`src/design/asc_cfg.svh`:
```
// Named offsets, bit positions, widths and reset values of the acquisition status/control pair.
// Assumes it is included by bare name from every design file that needs the constants.
`ifndef ASC_CFG_SVH
`define ASC_CFG_SVH

`define ASC_AW              5
`define ASC_DW              16
`define ASC_OFF_STATUS      5'h00
`define ASC_OFF_CMD1        5'h00
`define ASC_OFF_CTRL2       5'h02
`define ASC_RDATA_IDLE      16'h0000

`define ASC_CTRL2_W         10
`define ASC_CTRL2_RST       10'h000
`define ASC_CMD1_RST        4'h0

`define ASC_C2_PORT1_DRV    9
`define ASC_C2_PORT0_DRV    8
`define ASC_C2_MASTER_IE    7
`define ASC_C2_CNT2_IE      6
`define ASC_C2_DAC_SEL      5
`define ASC_C2_SCAN_MODE    4
`define ASC_C2_P4_RCV       3
`define ASC_C2_P4_XMT       2
`define ASC_C2_P2_RCV       1
`define ASC_C2_P2_XMT       0

`define ASC_C1_STOP_IE      9
`define ASC_C1_TC_IE        8
`define ASC_C1_CONV_IE      7
`define ASC_C1_DUAL_DMA     6
`define ASC_E_STOP          3
`define ASC_E_TC            2
`define ASC_E_CONV          1
`define ASC_E_DUAL          0

`define ASC_SYNC_N          5
`define ASC_S_CNT2          0
`define ASC_S_CNT5          1
`define ASC_S_DMATC         2
`define ASC_S_P4IN          3
`define ASC_S_P2IN          4
`define ASC_SYNC_RST        5'h00

`endif

```
`src/design/asc_pkg.sv`:
```
// Types shared by the acquisition status/control block.
// Assumes the constants of asc_cfg.svh; holds no logic.
package asc_pkg;
  typedef enum logic [0:0] {
    ASC_ACQ_IDLE = 1'b0,
    ASC_ACQ_RUN  = 1'b1
  } asc_acq_state_t;
endpackage : asc_pkg

```
`src/design/asc_pin_sync.sv`:
```
// Three-stage synchronisers with settled level and edge pulses for pin inputs.
// Assumes one clock; a change counts once the second and third stages agree.
`timescale 1ns/1ns
`include "asc_cfg.svh"
module asc_pin_sync (
  input  wire logic                    clk,
  input  wire logic                    rst_n,
  input  wire logic [`ASC_SYNC_N-1:0]  pin_in,
  output logic      [`ASC_SYNC_N-1:0]  level,
  output logic      [`ASC_SYNC_N-1:0]  rise,
  output logic      [`ASC_SYNC_N-1:0]  fall
);
  logic [`ASC_SYNC_N-1:0] s1_r;
  logic [`ASC_SYNC_N-1:0] s2_r;
  logic [`ASC_SYNC_N-1:0] s3_r;

  genvar g;
  generate
    for (g = 0; g < `ASC_SYNC_N; g = g + 1) begin : g_bit
      // The first stage feeds only the second, so metastability never reaches a gate.
      always_ff @(posedge clk) begin
        if (!rst_n) begin
          s1_r[g]  <= 1'b0;
          s2_r[g]  <= 1'b0;
          s3_r[g]  <= 1'b0;
          level[g] <= 1'b0;
          rise[g]  <= 1'b0;
          fall[g]  <= 1'b0;
        end else begin
          s1_r[g] <= pin_in[g];
          s2_r[g] <= s1_r[g];
          s3_r[g] <= s2_r[g];
          // The level only moves when the two later stages agree.
          if (s2_r[g] == s3_r[g]) begin
            level[g] <= s3_r[g];
          end
          rise[g] <= (s2_r[g] == s3_r[g]) && s3_r[g] && !level[g];
          fall[g] <= (s2_r[g] == s3_r[g]) && !s3_r[g] && level[g];
        end
      end
    end
  endgenerate
endmodule : asc_pin_sync

```
`src/design/asc_regs.sv`:
```
// Status word and second control word of the sampling section, with the interrupt logic.
// Assumes the host bus decode delivers word/byte transfers on clk, strobes as one-cycle
// pulses from the same clock, and sampling-section signals already on this clock.
`timescale 1ns/1ns
`include "asc_cfg.svh"
module asc_regs (
  input  wire logic                 clk,
  input  wire logic                 rst_n,
  input  wire logic [`ASC_AW-1:0]   bus_addr,
  input  wire logic                 bus_word,
  input  wire logic                 bus_rd,
  input  wire logic                 bus_wr,
  input  wire logic [`ASC_DW-1:0]   bus_wdata,
  output logic      [`ASC_DW-1:0]   bus_rdata,
  output logic                      bus_rvalid,
  input  wire logic                 acq_clear_strobe,
  input  wire logic                 cnt2_irq_clear_strobe,
  input  wire logic                 dma_tc_clear_strobe,
  input  wire logic                 acq_start,
  input  wire logic                 acq_done,
  input  wire logic                 conv_start,
  input  wire logic                 conv_busy,
  input  wire logic                 conv_done,
  input  wire logic                 fifo_not_empty,
  input  wire logic                 fifo_full,
  input  wire logic                 dma_xfer_done,
  input  wire logic [1:0]           amp_gain_sel,
  input  wire logic [2:0]           chan_addr_low,
  input  wire logic                 chan_upper_sel,
  input  wire logic                 diff_mode,
  input  wire logic                 dac_write,
  input  wire logic                 counter_output_two,
  input  wire logic                 counter_output_five,
  input  wire logic                 dma_tc_pin,
  input  wire logic                 port_four_in,
  input  wire logic                 port_two_in,
  output logic                      port_four_out,
  output logic                      port_four_oe,
  output logic                      port_two_out,
  output logic                      port_two_oe,
  output logic                      stop_trigger_line,
  output logic                      stop_trigger_oe,
  output logic                      counter_one_gate,
  output logic                      counter_one_gate_oe,
  output logic                      port_zero_drive_on,
  output logic                      port_one_drive_on,
  output logic                      scan_interval_mode,
  output logic                      dac_load,
  output logic                      acq_abort,
  output logic                      acq_running,
  output logic                      irq
);
  logic [`ASC_CTRL2_W-1:0]   ctrl2_r;
  logic [3:0]                en_r;
  logic                      acq_stop_irq_r;
  logic                      cnt2_edge_irq_r;
  logic                      dma_tc_irq_r;
  logic                      overflow_r;
  logic                      overrun_r;
  logic                      dma_chan_sel_r;
  asc_pkg::asc_acq_state_t   acq_state_r;
  logic [`ASC_DW-1:0]        status_word;
  logic [`ASC_SYNC_N-1:0]    pin_level;
  logic [`ASC_SYNC_N-1:0]    pin_rise;
  logic [`ASC_SYNC_N-1:0]    pin_fall;
  logic                      wr_ctrl2;
  logic                      wr_cmd1;
  logic                      rd_status;
  logic                      ovf_evt;
  logic                      ovr_evt;
  logic                      stop_evt;
  logic                      irq_nxt;

  // Byte transfers at these offsets belong to another register group and are left alone.
  function automatic logic word_hit(input logic [`ASC_AW-1:0] a, input logic w,
                                    input logic [`ASC_AW-1:0] off);
    word_hit = w && (a == off);
  endfunction : word_hit

  assign wr_ctrl2  = bus_wr && word_hit(bus_addr, bus_word, `ASC_OFF_CTRL2);
  assign wr_cmd1   = bus_wr && word_hit(bus_addr, bus_word, `ASC_OFF_CMD1);
  assign rd_status = bus_rd && word_hit(bus_addr, bus_word, `ASC_OFF_STATUS);

  // Pins from outside the clock domain all pass the three-stage synchroniser.
  asc_pin_sync u_sync (
    .clk    (clk),
    .rst_n  (rst_n),
    .pin_in ({port_two_in, port_four_in, dma_tc_pin, counter_output_five, counter_output_two}),
    .level  (pin_level),
    .rise   (pin_rise),
    .fall   (pin_fall)
  );

  // Second control word; only bits 9-0 exist, so 15-10 are simply dropped.
  always_ff @(posedge clk) begin
    if (!rst_n) begin
      ctrl2_r <= `ASC_CTRL2_RST;
    end else if (wr_ctrl2) begin
      ctrl2_r <= bus_wdata[`ASC_CTRL2_W-1:0];
    end
  end

  // Enable bits of the first command word that this block consumes.
  always_ff @(posedge clk) begin
    if (!rst_n) begin
      en_r <= `ASC_CMD1_RST;
    end else if (wr_cmd1) begin
      en_r <= {bus_wdata[`ASC_C1_STOP_IE], bus_wdata[`ASC_C1_TC_IE],
               bus_wdata[`ASC_C1_CONV_IE], bus_wdata[`ASC_C1_DUAL_DMA]};
    end
  end

  // Error events; either one ends a running acquisition at once.
  assign ovf_evt  = conv_done && fifo_full;
  assign ovr_evt  = conv_start && conv_busy;
  assign stop_evt = (acq_state_r == asc_pkg::ASC_ACQ_RUN) && (acq_done || ovf_evt || ovr_evt);

  // Acquisition progress; the clear strobe cancels a run without raising the stop flag.
  always_ff @(posedge clk) begin
    if (!rst_n) begin
      acq_state_r <= asc_pkg::ASC_ACQ_IDLE;
    end else begin
      case (acq_state_r)
        asc_pkg::ASC_ACQ_IDLE: begin
          if (acq_start && !acq_clear_strobe) begin
            acq_state_r <= asc_pkg::ASC_ACQ_RUN;
          end
        end
        asc_pkg::ASC_ACQ_RUN: begin
          if (stop_evt || acq_clear_strobe) begin
            acq_state_r <= asc_pkg::ASC_ACQ_IDLE;
          end
        end
        default: begin
          acq_state_r <= asc_pkg::ASC_ACQ_IDLE;
        end
      endcase
    end
  end

  // Sticky flags: an event in the clearing cycle wins, so nothing is lost.
  always_ff @(posedge clk) begin
    if (!rst_n) begin
      acq_stop_irq_r  <= 1'b0;
      overflow_r      <= 1'b0;
      overrun_r       <= 1'b0;
    end else begin
      acq_stop_irq_r <= stop_evt || (acq_stop_irq_r && !acq_clear_strobe);
      overflow_r     <= ovf_evt || (overflow_r && !acq_clear_strobe);
      overrun_r      <= ovr_evt || (overrun_r && !acq_clear_strobe);
    end
  end

  // Counter-two edge and DMA terminal-count flags; the acquisition clear also drops TC.
  always_ff @(posedge clk) begin
    if (!rst_n) begin
      cnt2_edge_irq_r <= 1'b0;
      dma_tc_irq_r    <= 1'b0;
    end else begin
      cnt2_edge_irq_r <= pin_rise[`ASC_S_CNT2] ||
                         (cnt2_edge_irq_r && !cnt2_irq_clear_strobe);
      dma_tc_irq_r    <= pin_rise[`ASC_S_DMATC] ||
                         (dma_tc_irq_r && !dma_tc_clear_strobe && !acq_clear_strobe);
    end
  end

  // Channel in use; single mode pins it to the first channel.
  always_ff @(posedge clk) begin
    if (!rst_n) begin
      dma_chan_sel_r <= 1'b0;
    end else if (!en_r[`ASC_E_DUAL] || acq_clear_strobe) begin
      dma_chan_sel_r <= 1'b0;
    end else if (dma_xfer_done) begin
      dma_chan_sel_r <= !dma_chan_sel_r;
    end
  end

  // Request combines the master gate with each source and its own enable.
  assign irq_nxt = ctrl2_r[`ASC_C2_MASTER_IE] &&
                   ((acq_stop_irq_r && en_r[`ASC_E_STOP]) ||
                    (dma_tc_irq_r && en_r[`ASC_E_TC]) ||
                    (fifo_not_empty && en_r[`ASC_E_CONV]) ||
                    (cnt2_edge_irq_r && ctrl2_r[`ASC_C2_CNT2_IE]));

  // Registered request so the pin never glitches with flag updates.
  always_ff @(posedge clk) begin
    if (!rst_n) begin
      irq <= 1'b0;
    end else begin
      irq <= irq_nxt;
    end
  end

  // Status assembly; bank enables follow single-ended or differential selection.
  assign status_word = {irq,
                        acq_stop_irq_r,
                        fifo_not_empty,
                        cnt2_edge_irq_r,
                        acq_state_r == asc_pkg::ASC_ACQ_RUN,
                        dma_tc_irq_r,
                        overflow_r,
                        overrun_r,
                        amp_gain_sel,
                        dma_chan_sel_r,
                        diff_mode || chan_upper_sel,
                        diff_mode || !chan_upper_sel,
                        chan_addr_low};

  // Read data is registered and returns zero for anything but a status word read.
  always_ff @(posedge clk) begin
    if (!rst_n) begin
      bus_rdata  <= `ASC_RDATA_IDLE;
      bus_rvalid <= 1'b0;
    end else begin
      bus_rdata  <= rd_status ? status_word : `ASC_RDATA_IDLE;
      bus_rvalid <= bus_rd;
    end
  end

  // DAC update: immediate on a write, or on the falling edge of counter output two.
  always_ff @(posedge clk) begin
    if (!rst_n) begin
      dac_load  <= 1'b0;
      acq_abort <= 1'b0;
    end else begin
      dac_load  <= ctrl2_r[`ASC_C2_DAC_SEL] ? pin_fall[`ASC_S_CNT2] : dac_write;
      // An error stop aborts even when the normal end falls in the same cycle.
      acq_abort <= stop_evt && (ovf_evt || ovr_evt);
    end
  end

  // Trigger-bus switch routing; data comes from the synchronised, registered levels.
  assign port_four_out       = pin_level[`ASC_S_CNT5];
  assign port_four_oe        = ctrl2_r[`ASC_C2_P4_XMT];
  assign port_two_out        = pin_level[`ASC_S_CNT2];
  assign port_two_oe         = ctrl2_r[`ASC_C2_P2_XMT];
  assign stop_trigger_line   = pin_level[`ASC_S_P4IN];
  assign stop_trigger_oe     = ctrl2_r[`ASC_C2_P4_RCV];
  assign counter_one_gate    = pin_level[`ASC_S_P2IN];
  assign counter_one_gate_oe = ctrl2_r[`ASC_C2_P2_RCV];
  assign port_zero_drive_on  = ctrl2_r[`ASC_C2_PORT0_DRV];
  assign port_one_drive_on   = ctrl2_r[`ASC_C2_PORT1_DRV];
  assign scan_interval_mode  = ctrl2_r[`ASC_C2_SCAN_MODE];
  assign acq_running         = acq_state_r == asc_pkg::ASC_ACQ_RUN;
endmodule : asc_regs

```
`config.mk`:
```
export PLATFORM = sky130hd
export DESIGN_NAME = asc_regs
export DESIGN_NICKNAME = d
export VERILOG_FILES = /design/src/design/asc_pkg.sv /design/src/design/asc_pin_sync.sv /design/src/design/asc_regs.sv
export VERILOG_INCLUDE_DIRS = /design/src /design/src/design
export SDC_FILE = /design/constraint.sdc
export NUM_CORES = 1
export LEC_CHECK = 0
export BUFFER_PORTS_ARGS = -buffer_cell sky130_fd_sc_hd__buf_2
export CORE_MARGIN = 1.5
export CORE_UTILIZATION = 30
export CTS_CLUSTER_DIAMETER = 100
export DETAILED_ROUTE_END_ITERATION = 8
export HOLD_SLACK_MARGIN = 0.15
export SLEW_MARGIN = 20
export SYNTH_ARGS = -nofsm -noshare
export SYNTH_HDL_FRONTEND = slang
export SYNTH_SLANG_ARGS = --single-unit
```
`constraint.sdc`:
```
create_clock -name clk -period 1.3 [get_ports clk]
set_clock_uncertainty 0.2 [all_clocks]
set_input_delay 0.065 -clock clk [delete_from_list [all_inputs] [get_ports clk]]
set_output_delay 0.065 -clock clk [all_outputs]
set_load 0.005 [all_outputs]
```
=== Word level (Yosys, flattened, before mapping) ===
Cells that the tools add are included.

* Eq/ne operators: 6
* Multiplexer cells: 4
* Bitwise operators: 2
* Reduce and logical (&&, ||, !) cells: 54

{| class="wikitable"
|+ Operator list
! operator !! count
|-
| $logic_and 1x1->1 || 27
|-
| $logic_or 1x1->1 || 15
|-
| $logic_not 1->1 || 9
|-
| $eq 1x1->1 || 5
|-
| $eq 5x2->1 const B || 1
|-
| $logic_not 5->1 || 1
|-
| $mux 1 || 3
|-
| $not 1->1 || 2
|-
| $pmux 1 s2 || 1
|-
| $reduce_and 2->1 || 1
|-
| $reduce_or 2->1 || 1
|}

* Bits in registers: 64
* Input port bits: 50
* Output and inout bits: 32
* Word-level logic and storage cells: 103

=== Longest topological paths before layout ===
Gate-level depths: netlist of run 1.

* Depth after elaboration: 7
* Gate-level depth with buffers: 4
* Mapped depth without buffers: 4

=== Modules after synthesis ===
Synthesis of run 1 repeated with hierarchy kept, for this count alone.

* Cells, all modules: 227
* Area, all modules: 2,482.4 um^2

{| class="wikitable"
|+ By module, submodules not included
! module !! times used !! cells an instance !! area an instance (um^2) !! seq. area each (um^2)
|-
| asc_regs || 1 || 134 || 1,460.2 || 820.8
|-
| asc_pin_sync || 1 || 93 || 1,022.2 || 600.6
|}

=== Worst setup path before layout of run 1 ===
No wires, ideal clock.

* Path type: register -> register
* Start point: reg u_sync.s3_r[0]
* End point: reg u_sync.level[0]
* Setup time: 0.116 ns
* Data arrival time: 0.857 ns
* Data required time: 0.984 ns
* Setup slack: 0.127 ns
* Stages on the path, launching flop included: 5
* Path buffers: 0
* Clock period less this slack: 1.173 ns
* Path through: dfxtp_1 > inv_1 > ha_1 > mux2i_1 > nor2b_1

* Word-level cells in the longest chain between the ends: 1

{| class="wikitable"
|+ Ends and longest elaborated chain
! what !! RTL line !! source
|-
| from (decl) || asc_pin_sync.sv:15 || <nowiki>logic [`ASC_SYNC_N-1:0] s3_r;</nowiki>
|-
| from (signal, indexed assignment) || asc_pin_sync.sv:32 || <nowiki>s3_r[g] <= s2_r[g];</nowiki>
|-
| $eq 1x1->1 || asc_pin_sync.sv:34 || <nowiki>if (s2_r[g] == s3_r[g]) begin</nowiki>
|-
| to (signal, indexed assignment) || asc_pin_sync.sv:35 || <nowiki>level[g] <= s3_r[g];</nowiki>
|-
| to (decl) || asc_pin_sync.sv:9 || <nowiki>output logic [`ASC_SYNC_N-1:0] level,</nowiki>
|}

Parallel ways exist; a longest one is shown, timed or not.
A chain may end at the register's enable or synchronous reset.

=== Worst setup path in the final report of run 1 ===
* Start point: in bus_addr[1]
* End point: reg en_r[2]

* Word-level cells in the longest chain between the ends: 3

{| class="wikitable"
|+ Ends and longest elaborated chain
! what !! RTL line !! source
|-
| from (decl) || asc_regs.sv:9 || <nowiki>input wire logic [`ASC_AW-1:0] bus_addr,</nowiki>
|-
| $logic_not 5->1 || asc_regs.sv:77 || <nowiki>word_hit = w && (a == off);</nowiki>
|-
| $logic_and 1x1->1 || asc_regs.sv:77 ||
|-
| $logic_and 1x1->1 || asc_regs.sv:81 || <nowiki>assign wr_cmd1 = bus_wr && word_hit(bus_addr, bus_word, `ASC_OFF_CMD1);</nowiki>
|-
| to (signal assigned) || asc_regs.sv:106 || <nowiki>en_r <= `ASC_CMD1_RST;</nowiki>
|-
| to (signal assigned) || asc_regs.sv:108 || <nowiki>en_r <= {bus_wdata[`ASC_C1_STOP_IE], bus_wdata[`ASC_C1_TC_IE],</nowiki>
|-
| to (decl) || asc_regs.sv:54 || <nowiki>logic [3:0] en_r;</nowiki>
|}

Every way passes these cells.

==> results of run 1 <==
==> metrics by stage <==
step	hold WS, ns	cell area, µm²	util	power, µW	setup TNS (ns)
6_report	0.0313	3200	0.468	3750	0
5_1_grt	0.0573	3200	0.468	3920	0
4_1_cts	0.0800	3180	0.466	3800	0
3_5_place_dp	0.0718	2630	0.385	2230	-1.14
3_3_place_gp	0.0697	2630	0.385	2230	-1.02
2_1_floorplan	-0.0589	2130	-	2130	0
==> sequential cells by signal, indices dropped and copies added (netlist names), 2 cells and up <==
| signal | flops |
|---|---|
| bus_rdata | 16 |
| ctrl2_r | 10 |
| u_sync.level | 5 |
| u_sync.s1_r | 5 |
| u_sync.s2_r | 5 |
| u_sync.s3_r | 5 |
| en_r | 4 |
| u_sync.rise | 2 |
==> final cells by class <==
class	instances	area [µm²]
Clock buffer	11	141
Clock inverter	5	32.5
Fill cell	682	3640
Inverter	3	11.3
Multi-Input combinational cell	122	812
Sequential cell	64	1280
Tap cell	96	120
Timing Repair Buffer	115	796
==> timing repair <==
action	CTS	global route
endpoints found under the hold margin	56	20
resized for setup	0	4
setup endpoints to repair	0	3
==> power by group <==
| part | internal [µW] | switching (µW) | leakage (µW) |
|---|---|---|---|
| clock | 736 | 737 | 0.0000813 |
| sequential | 1990 | 13.2 | 0.000520 |
| combinational | 171 | 95.2 | 0.000850 |
| total | 2900 | 845 | 0.00145 |
==> logic make-up (layout without fill, tap and decap cells) <==
| group | count (synthesis) | in the layout | synth area share |
|---|---|---|---|
| compound gates | 19 | 19 | 0.0610 |
| buf+inv | 11 | 134 | 0.0240 |
| flops | 64 | 64 | 0.600 |
| mux | 18 | 18 | 0.0844 |
| fa+ha+maj | 3 | 3 | 0.0176 |
| xor+xnor | 1 | 1 | 0.00410 |
| simple gates | 81 | 81 | 0.209 |
==> placed cells by master, fill, tap and decap left out, drive strengths merged <==
cell	n
inv	3
a21boi	7
nor4b	1
nor2b	5
a21oi	2
ha	3
clkinv	2
mux2i	18
and3	3
clkinvlp	3
a221oi	1
a22o	1
buf	77
nand3	1
dlygate4sd3	38
nor3b	1
xor2	1
dfxtp	64
nand2	31
o21ai	4
nand2b	3
o21a	2
a22oi	2
and2	30
and4b	2
nor2	4
clkbuf	11
==> how the worst min path moves through the flow <==
| stage | start | to | slack [ns] | depth (start not counted) |
|---|---|---|---|---|
| 6_report | bus_addr[0] | bus_rdata[4]$_SDFF_PN0_ | 0.03 | 4 |
| 5_1_grt | bus_addr[0] | bus_rdata[4]$_SDFF_PN0_ | 0.06 | 4 |
| 4_1_cts | bus_addr[2] | en_r[1]$_SDFFE_PN0P_ | 0.08 | 4 |
| 3_5_place_dp | amp_gain_sel[0] | bus_rdata[6]$_SDFF_PN0_ | 0.07 | 2 |
| 3_3_place_gp | chan_upper_sel | bus_rdata[3]$_SDFF_PN0_ | 0.07 | 2 |
| 2_1_floorplan | acq_clear_strobe | acq_running$_SDFF_PN0_ | -0.06 | 1 |
==> synthesized netlist by cell type, drive strengths merged <==
cell     n  area [µm²]
nor2b    5        31.3
mux2i   18         180
a22o     1        8.76
nand3    1        5.00
buf      3        21.3
a22oi    2        15.0
and4b    2        20.0
and2    30         188
clkbuf   5        18.8
nor3b    1        7.51
a21boi   7        52.6
xor2     1        8.76
nand2   31         116
dfxtp   64        1280
and3     3        20.0
o21ai    4        20.0
ha       3        37.5
nor4b    1        23.8
inv      3        11.3
o21a     2        15.0
nor2     4        15.0
a21oi    2        10.0
nand2b   3        18.8
a221oi   1        8.76
==> layer usage <==
metal	routed length, µm	vias up	global-route usage	part of all wire
met4	117	0	0.0765	0.027
li1	-	884	-	-
met1	1990	752	0.129	0.45
met3	269	11	0.0389	0.061
met2	2000	52	0.196	0.46
met5	0	-	0	0
==> worst reg2reg max path: cells and delay by family, from the launching register on <==
kind                       cells  cell delay (ns)
adders and majority gates      1             0.28
muxes                          1             0.17
and+or+nand+nor                1             0.06
DFF                            1             0.35
buffers and inverters          1             0.05
==> summary.txt, run 1 <==
Setup path
  • Slowest cell on the critical path: dlygate4sd3_1
  • CP Launch Type: primary input
  • Setup crit start: bus_addr[1]
  • Crit path capture: en_r[2]$_SDFFE_PN0P_
  • Max incr delay on CP: roughly 0.57 ns
  • Worst path buffer plus inverter count: 2
  • CP Capture Type: register
  • Arr. time, crit path: 1.24 ns
  • WP data required: 1.31 ns
  • Critical path class: in -> reg
  • Critical Path, Cell by Cell: buf_2 -> nor2_1 -> dlygate4sd3_1 -> nand3_1 -> mux2i_1
  • FF-to-FF Start: u_sync.s3_r[0]$_SDFF_PN0_
  • Largest fanout on the critical path: 4
  • Reg-to-Reg End: u_sync.level[0]$_SDFFE_PN0N_
  • Reg2Reg Depth: 4
  • Worst path depth: 5
  • Family with the most delay on the worst path: buffers and inverters
  • Flop2flop setup slack: 0.09 ns

Global routing
  • Pin count of the biggest net entering global routing: 57
  • Vias in the first global route: around 1700
  • Global-route wire length before repair: 6870 µm
  • GRT overflow: 0
  • Overall Global Routing Usage: 0.118
  • Initial antenna violation count: 0

Routing
  • DR vias/cell: slightly above 4
  • DR DRC count: 0
  • WL final: 4380 µm
  • Final ANT Viol Nets: 0
  • Wire per inst: 10.5 µm
  • Iter 0 DRT Violations: 35
  • Via count: 1699
  • First drt pass iteration count: 3

Timing
  • Period utilisation layout: 0.944
  • Endpoints failing setup: 0
  • Setup WS post-layout: 0.0727 ns
  • Slew Limit Fails: 0
  • Max frequency: 815 MHz
  • Crit path time final: about 1.2 ns
  • Slew @ Worst Pin: 0.289 ns
  • Unrepaired setup endpoints after global routing: false
  • Max_slew headroom: 0.807
  • Final Hold Violating Endpoints: 0

Die
  • Ports: 82
  • Die area: ~7600 µm²
  • Die width: 87.4 µm
  • Initial Utilization: 0.312
  • Core ar.: slightly below 7000 µm²
  • Die Height: 87.4 µm
  • Std cell rows: 30

Placement
  • PortBufs: 75
  • Final GP Congestion: between 0.6 and 0.7
  • DP Worst Slack: -0.120 ns
  • Placed Cells: roughly 360
  • DP HPWL: between 2000 and 3000 µm

Clocking
  • CTS Hold Bufs: 38
  • CTS tree: built
  • CTS Buf Count: 9
  • H-tree depth: 3
  • Clock-pin slew on the worst setup and hold paths: roughly 0.07 ns
  • Worst-Skew Late Latency: 0.33 ns
  • Root Driver: clkbuf_8
  • CTS sink count: 64
  • Setup Buffers After CTS: 0
  • Clock Path Buffers: 2

Cells and area
  • Nets: 368
  • Final cell count without fillers: 416
  • Layout cells sized above 1: 0.300
  • Area grow syn2layout: 49.7%
  • ANT cells: 0

Logic synthesis
  • Cells after Synth: 197
  • Area of the mapped netlist: 2130 µm²
  • Syn Area/Cell: 10.8 µm²
  • Yosys warns: 0
  • Library cells used by synthesis: 26
  • Post-synthesis sequential area ratio: 0.600
  • Post-Syn Nets: 250
  • FF+latch count, synth: 64

Power and ir drop
  • Leakage: 0.00145 µW
  • Power Density: 1170 nW/µm²
  • Worst vdd ir: 551 µV

Min path
  • Hold Path Class: in -> reg

Flow run
  • Max_cap viols: 0

Run status
  • Status: complete, no violations
No activity file was read; power rests on OpenSTA's default activity.
==> inputs of run 2 (changes only) <==
Settings changed: PLACE_DENSITY set to 0.55.
==> run 2 against run 1 <==
Effect of this change:
- first-iteration DRC count increased by 74%
- core utilization rose by 1.4 points
- register-to-register slack better by 0.02 ns
- via count is 1.2% lower
- largest power group is now the clock network
- die area is the same
- non-clock buffer count fell by 4
- cell count down 0.72%
- worst hold slack worse by 0.013 ns
==> summary.txt, run 2 (synthesis results as in run 1) <==
Timing
  • Final Hold Violating Endpoints: 0
  • Hold_ws: about 0.018 ns
  • Endpoints failing setup: 0
  • Slew Limit Fails: 0
  • Max frequency: 825 MHz
  • Slew @ Worst Pin: 0.322 ns
  • Period utilisation layout: 0.932
  • Unrepaired setup endpoints after global routing: false
  • Max_slew headroom: 0.784
  • Crit path time final: 1.21 ns

Setup path
  • CP Launch Type: primary input
  • Crit path capture: ctrl2_r[4]$_SDFFE_PN0P_
  • Reg-to-Reg End: u_sync.level[0]$_SDFFE_PN0N_
  • Largest fanout on the critical path: 5
  • Critical path class: in -> reg
  • Critical Path, Cell by Cell: dlygate4sd3_1 -> and4b_2 -> clkbuf_16 -> mux2i_1
  • WP data required: between 1 and 1.5 ns
  • Flop2flop setup slack: 0.11 ns
  • Arr. time, crit path: approximately 1.3 ns
  • Slowest cell on the critical path: dlygate4sd3_1
  • Reg2Reg Depth: 4
  • FF-to-FF Start: u_sync.s2_r[0]$_SDFF_PN0_
  • Setup crit start: bus_wr
  • Max incr delay on CP: 0.55 ns
  • CP Capture Type: register

Routing
  • Final ANT Viol Nets: 0
  • Via count: 1678
  • WL final: 4610 µm
  • Iter 0 DRT Violations: between 60 and 70
  • Wire per inst: 11.2 µm
  • First drt pass iteration count: 3
  • DR vias/cell: about 4
  • DR DRC count: 0

Global routing
  • Overall Global Routing Usage: 0.128
  • GRT overflow: 0
  • Vias in the first global route: 1674
  • Pin count of the biggest net entering global routing: 57
  • Global-route wire length before repair: 7380 µm
  • Initial antenna violation count: 0

Die
  • Std cell rows: 30
  • Core ar.: 6830 µm²
  • Initial Utilization: 0.312
  • Die width: 87.4 µm
  • Die Height: between 80 and 90 µm
  • Ports: 82
  • Die area: 7630 µm²

Cells and area
  • ANT cells: 0
  • Most frequent cells in the layout: buf_2 (70), dfxtp_1 (63), dlygate4sd3_1 (37), nand2_1 (31), and2_1 (30)
  • Final instance area: 3290 µm²
  • Nets: 365
  • Largest register FFs: 16
  • FF/Latch Area: between 1000 and 1500 µm²
  • Layout cells sized above 1: 0.303
  • Fillers: ~660
  • Commonest non-fill, non-tap cell in the layout: buf_2
  • Multi-input gate area: around 800 µm²
  • Final cell count without fillers: between 400 and 500
  • Area grow syn2layout: 54.3%
  • Largest regs: bus_rdata: 16 flops, ctrl2_r: 10 flops
  • Register with the most flip-flops: bus_rdata

Placement
  • Placed Cells: ~360
  • PortBufs: 75
  • DP HPWL: 2720 µm
  • Placed Area: ~2600 µm²
  • Final GP Congestion: 0.653

Clocking
  • Setup Buffers After CTS: 0
  • CTS sink count: 64
  • CTS tree: built
  • Clock Path Buffers: 2
  • CTS Buf Count: 9
  • Clock-pin slew on the worst setup and hold paths: 0.07 ns
  • H-tree depth: 3
  • CTS Hold Bufs: 40
  • Worst-Skew Late Latency: 0.33 ns
  • Root Driver: clkbuf_8

Power and ir drop
  • Worst vdd ir: 979 µV
  • Power Density: 1370 nW/µm²
  • Leakage: roughly 0.0015 µW
  • Pwr Total: roughly 4500 µW

Min path
  • Hold Path Class: in -> reg

Flow run
  • Max_cap viols: 0

Run status
  • Status: complete, no violations
==> run 2: cell count changes in the layout (fill, tap and decap cells not counted), sizes merged <==
cell,change
dlygate4sd3,-1
buf,-4
inv,+1
clkinvlp,-3
and3,+1
bufinv,+4
clkbuf,-1
==> run 2: cell type report <==
class	count	share of cell area
Clock buffer	9	0.0376
Timing Repair Buffer	111	0.241
Inverter	3	0.00342
Tap cell	96	0.0365
Multi-Input combinational cell	123	0.249
Clock inverter	7	0.0433
Sequential cell	64	0.389
==> run 2: through the flow <==
step	setup WS [ns]	setup TNS [ns]	util
2_1_floorplan	0.127	0	-
3_3_place_gp	-0.0951	-1.05	0.386
3_5_place_dp	-0.128	-1.51	0.386
4_1_cts	0.0243	0	0.484
5_1_grt	0.0207	0	0.482
6_report	0.0878	0	0.482
==> run 2: what timing repair did <==
| item | CTS | global route |
|---|---|---|
| resized for setup | 0 | 4 |
| setup endpoints to repair | 0 | 28 |
| endpoints found under the hold margin | 56 | 20 |
==> run 2: how the worst min path moves through the flow <==
stage / start / to / cells past startpoint
3_5_place_dp: chan_addr_low[0] / bus_rdata[0]$_SDFF_PN0_ / 2
2_1_floorplan: acq_clear_strobe / acq_running$_SDFF_PN0_ / 1
5_1_grt: bus_addr[0] / en_r[3]$_SDFFE_PN0P_ / 5
3_3_place_gp: chan_upper_sel / bus_rdata[3]$_SDFF_PN0_ / 2
4_1_cts: bus_addr[0] / en_r[3]$_SDFFE_PN0P_ / 5
6_report: bus_addr[4] / en_r[3]$_SDFFE_PN0P_ / 5
==> run 2: power breakdown <==
part	internal, µW	switching (µW)	total, µW
logic	166	96.3	262
registers	1990	13.3	2010
clock network	1470	770	2240
total	3630	880	4510
==> run 2: worst max-delay path, delay by kind of cell <==
family	cells	cell delay, ns
buffers and inverters	2	0.73
muxes	1	0.17
and+or+nand+nor	1	0.32
==> run 2: metal layers <==
metal  track usage  routed length [µm]  part of all wire
met3        0.0588                 303             0.066
met1         0.145                2150              0.47
met4        0.0404                  42            0.0091
met2         0.213                2110              0.46
met5             0                   0                 0
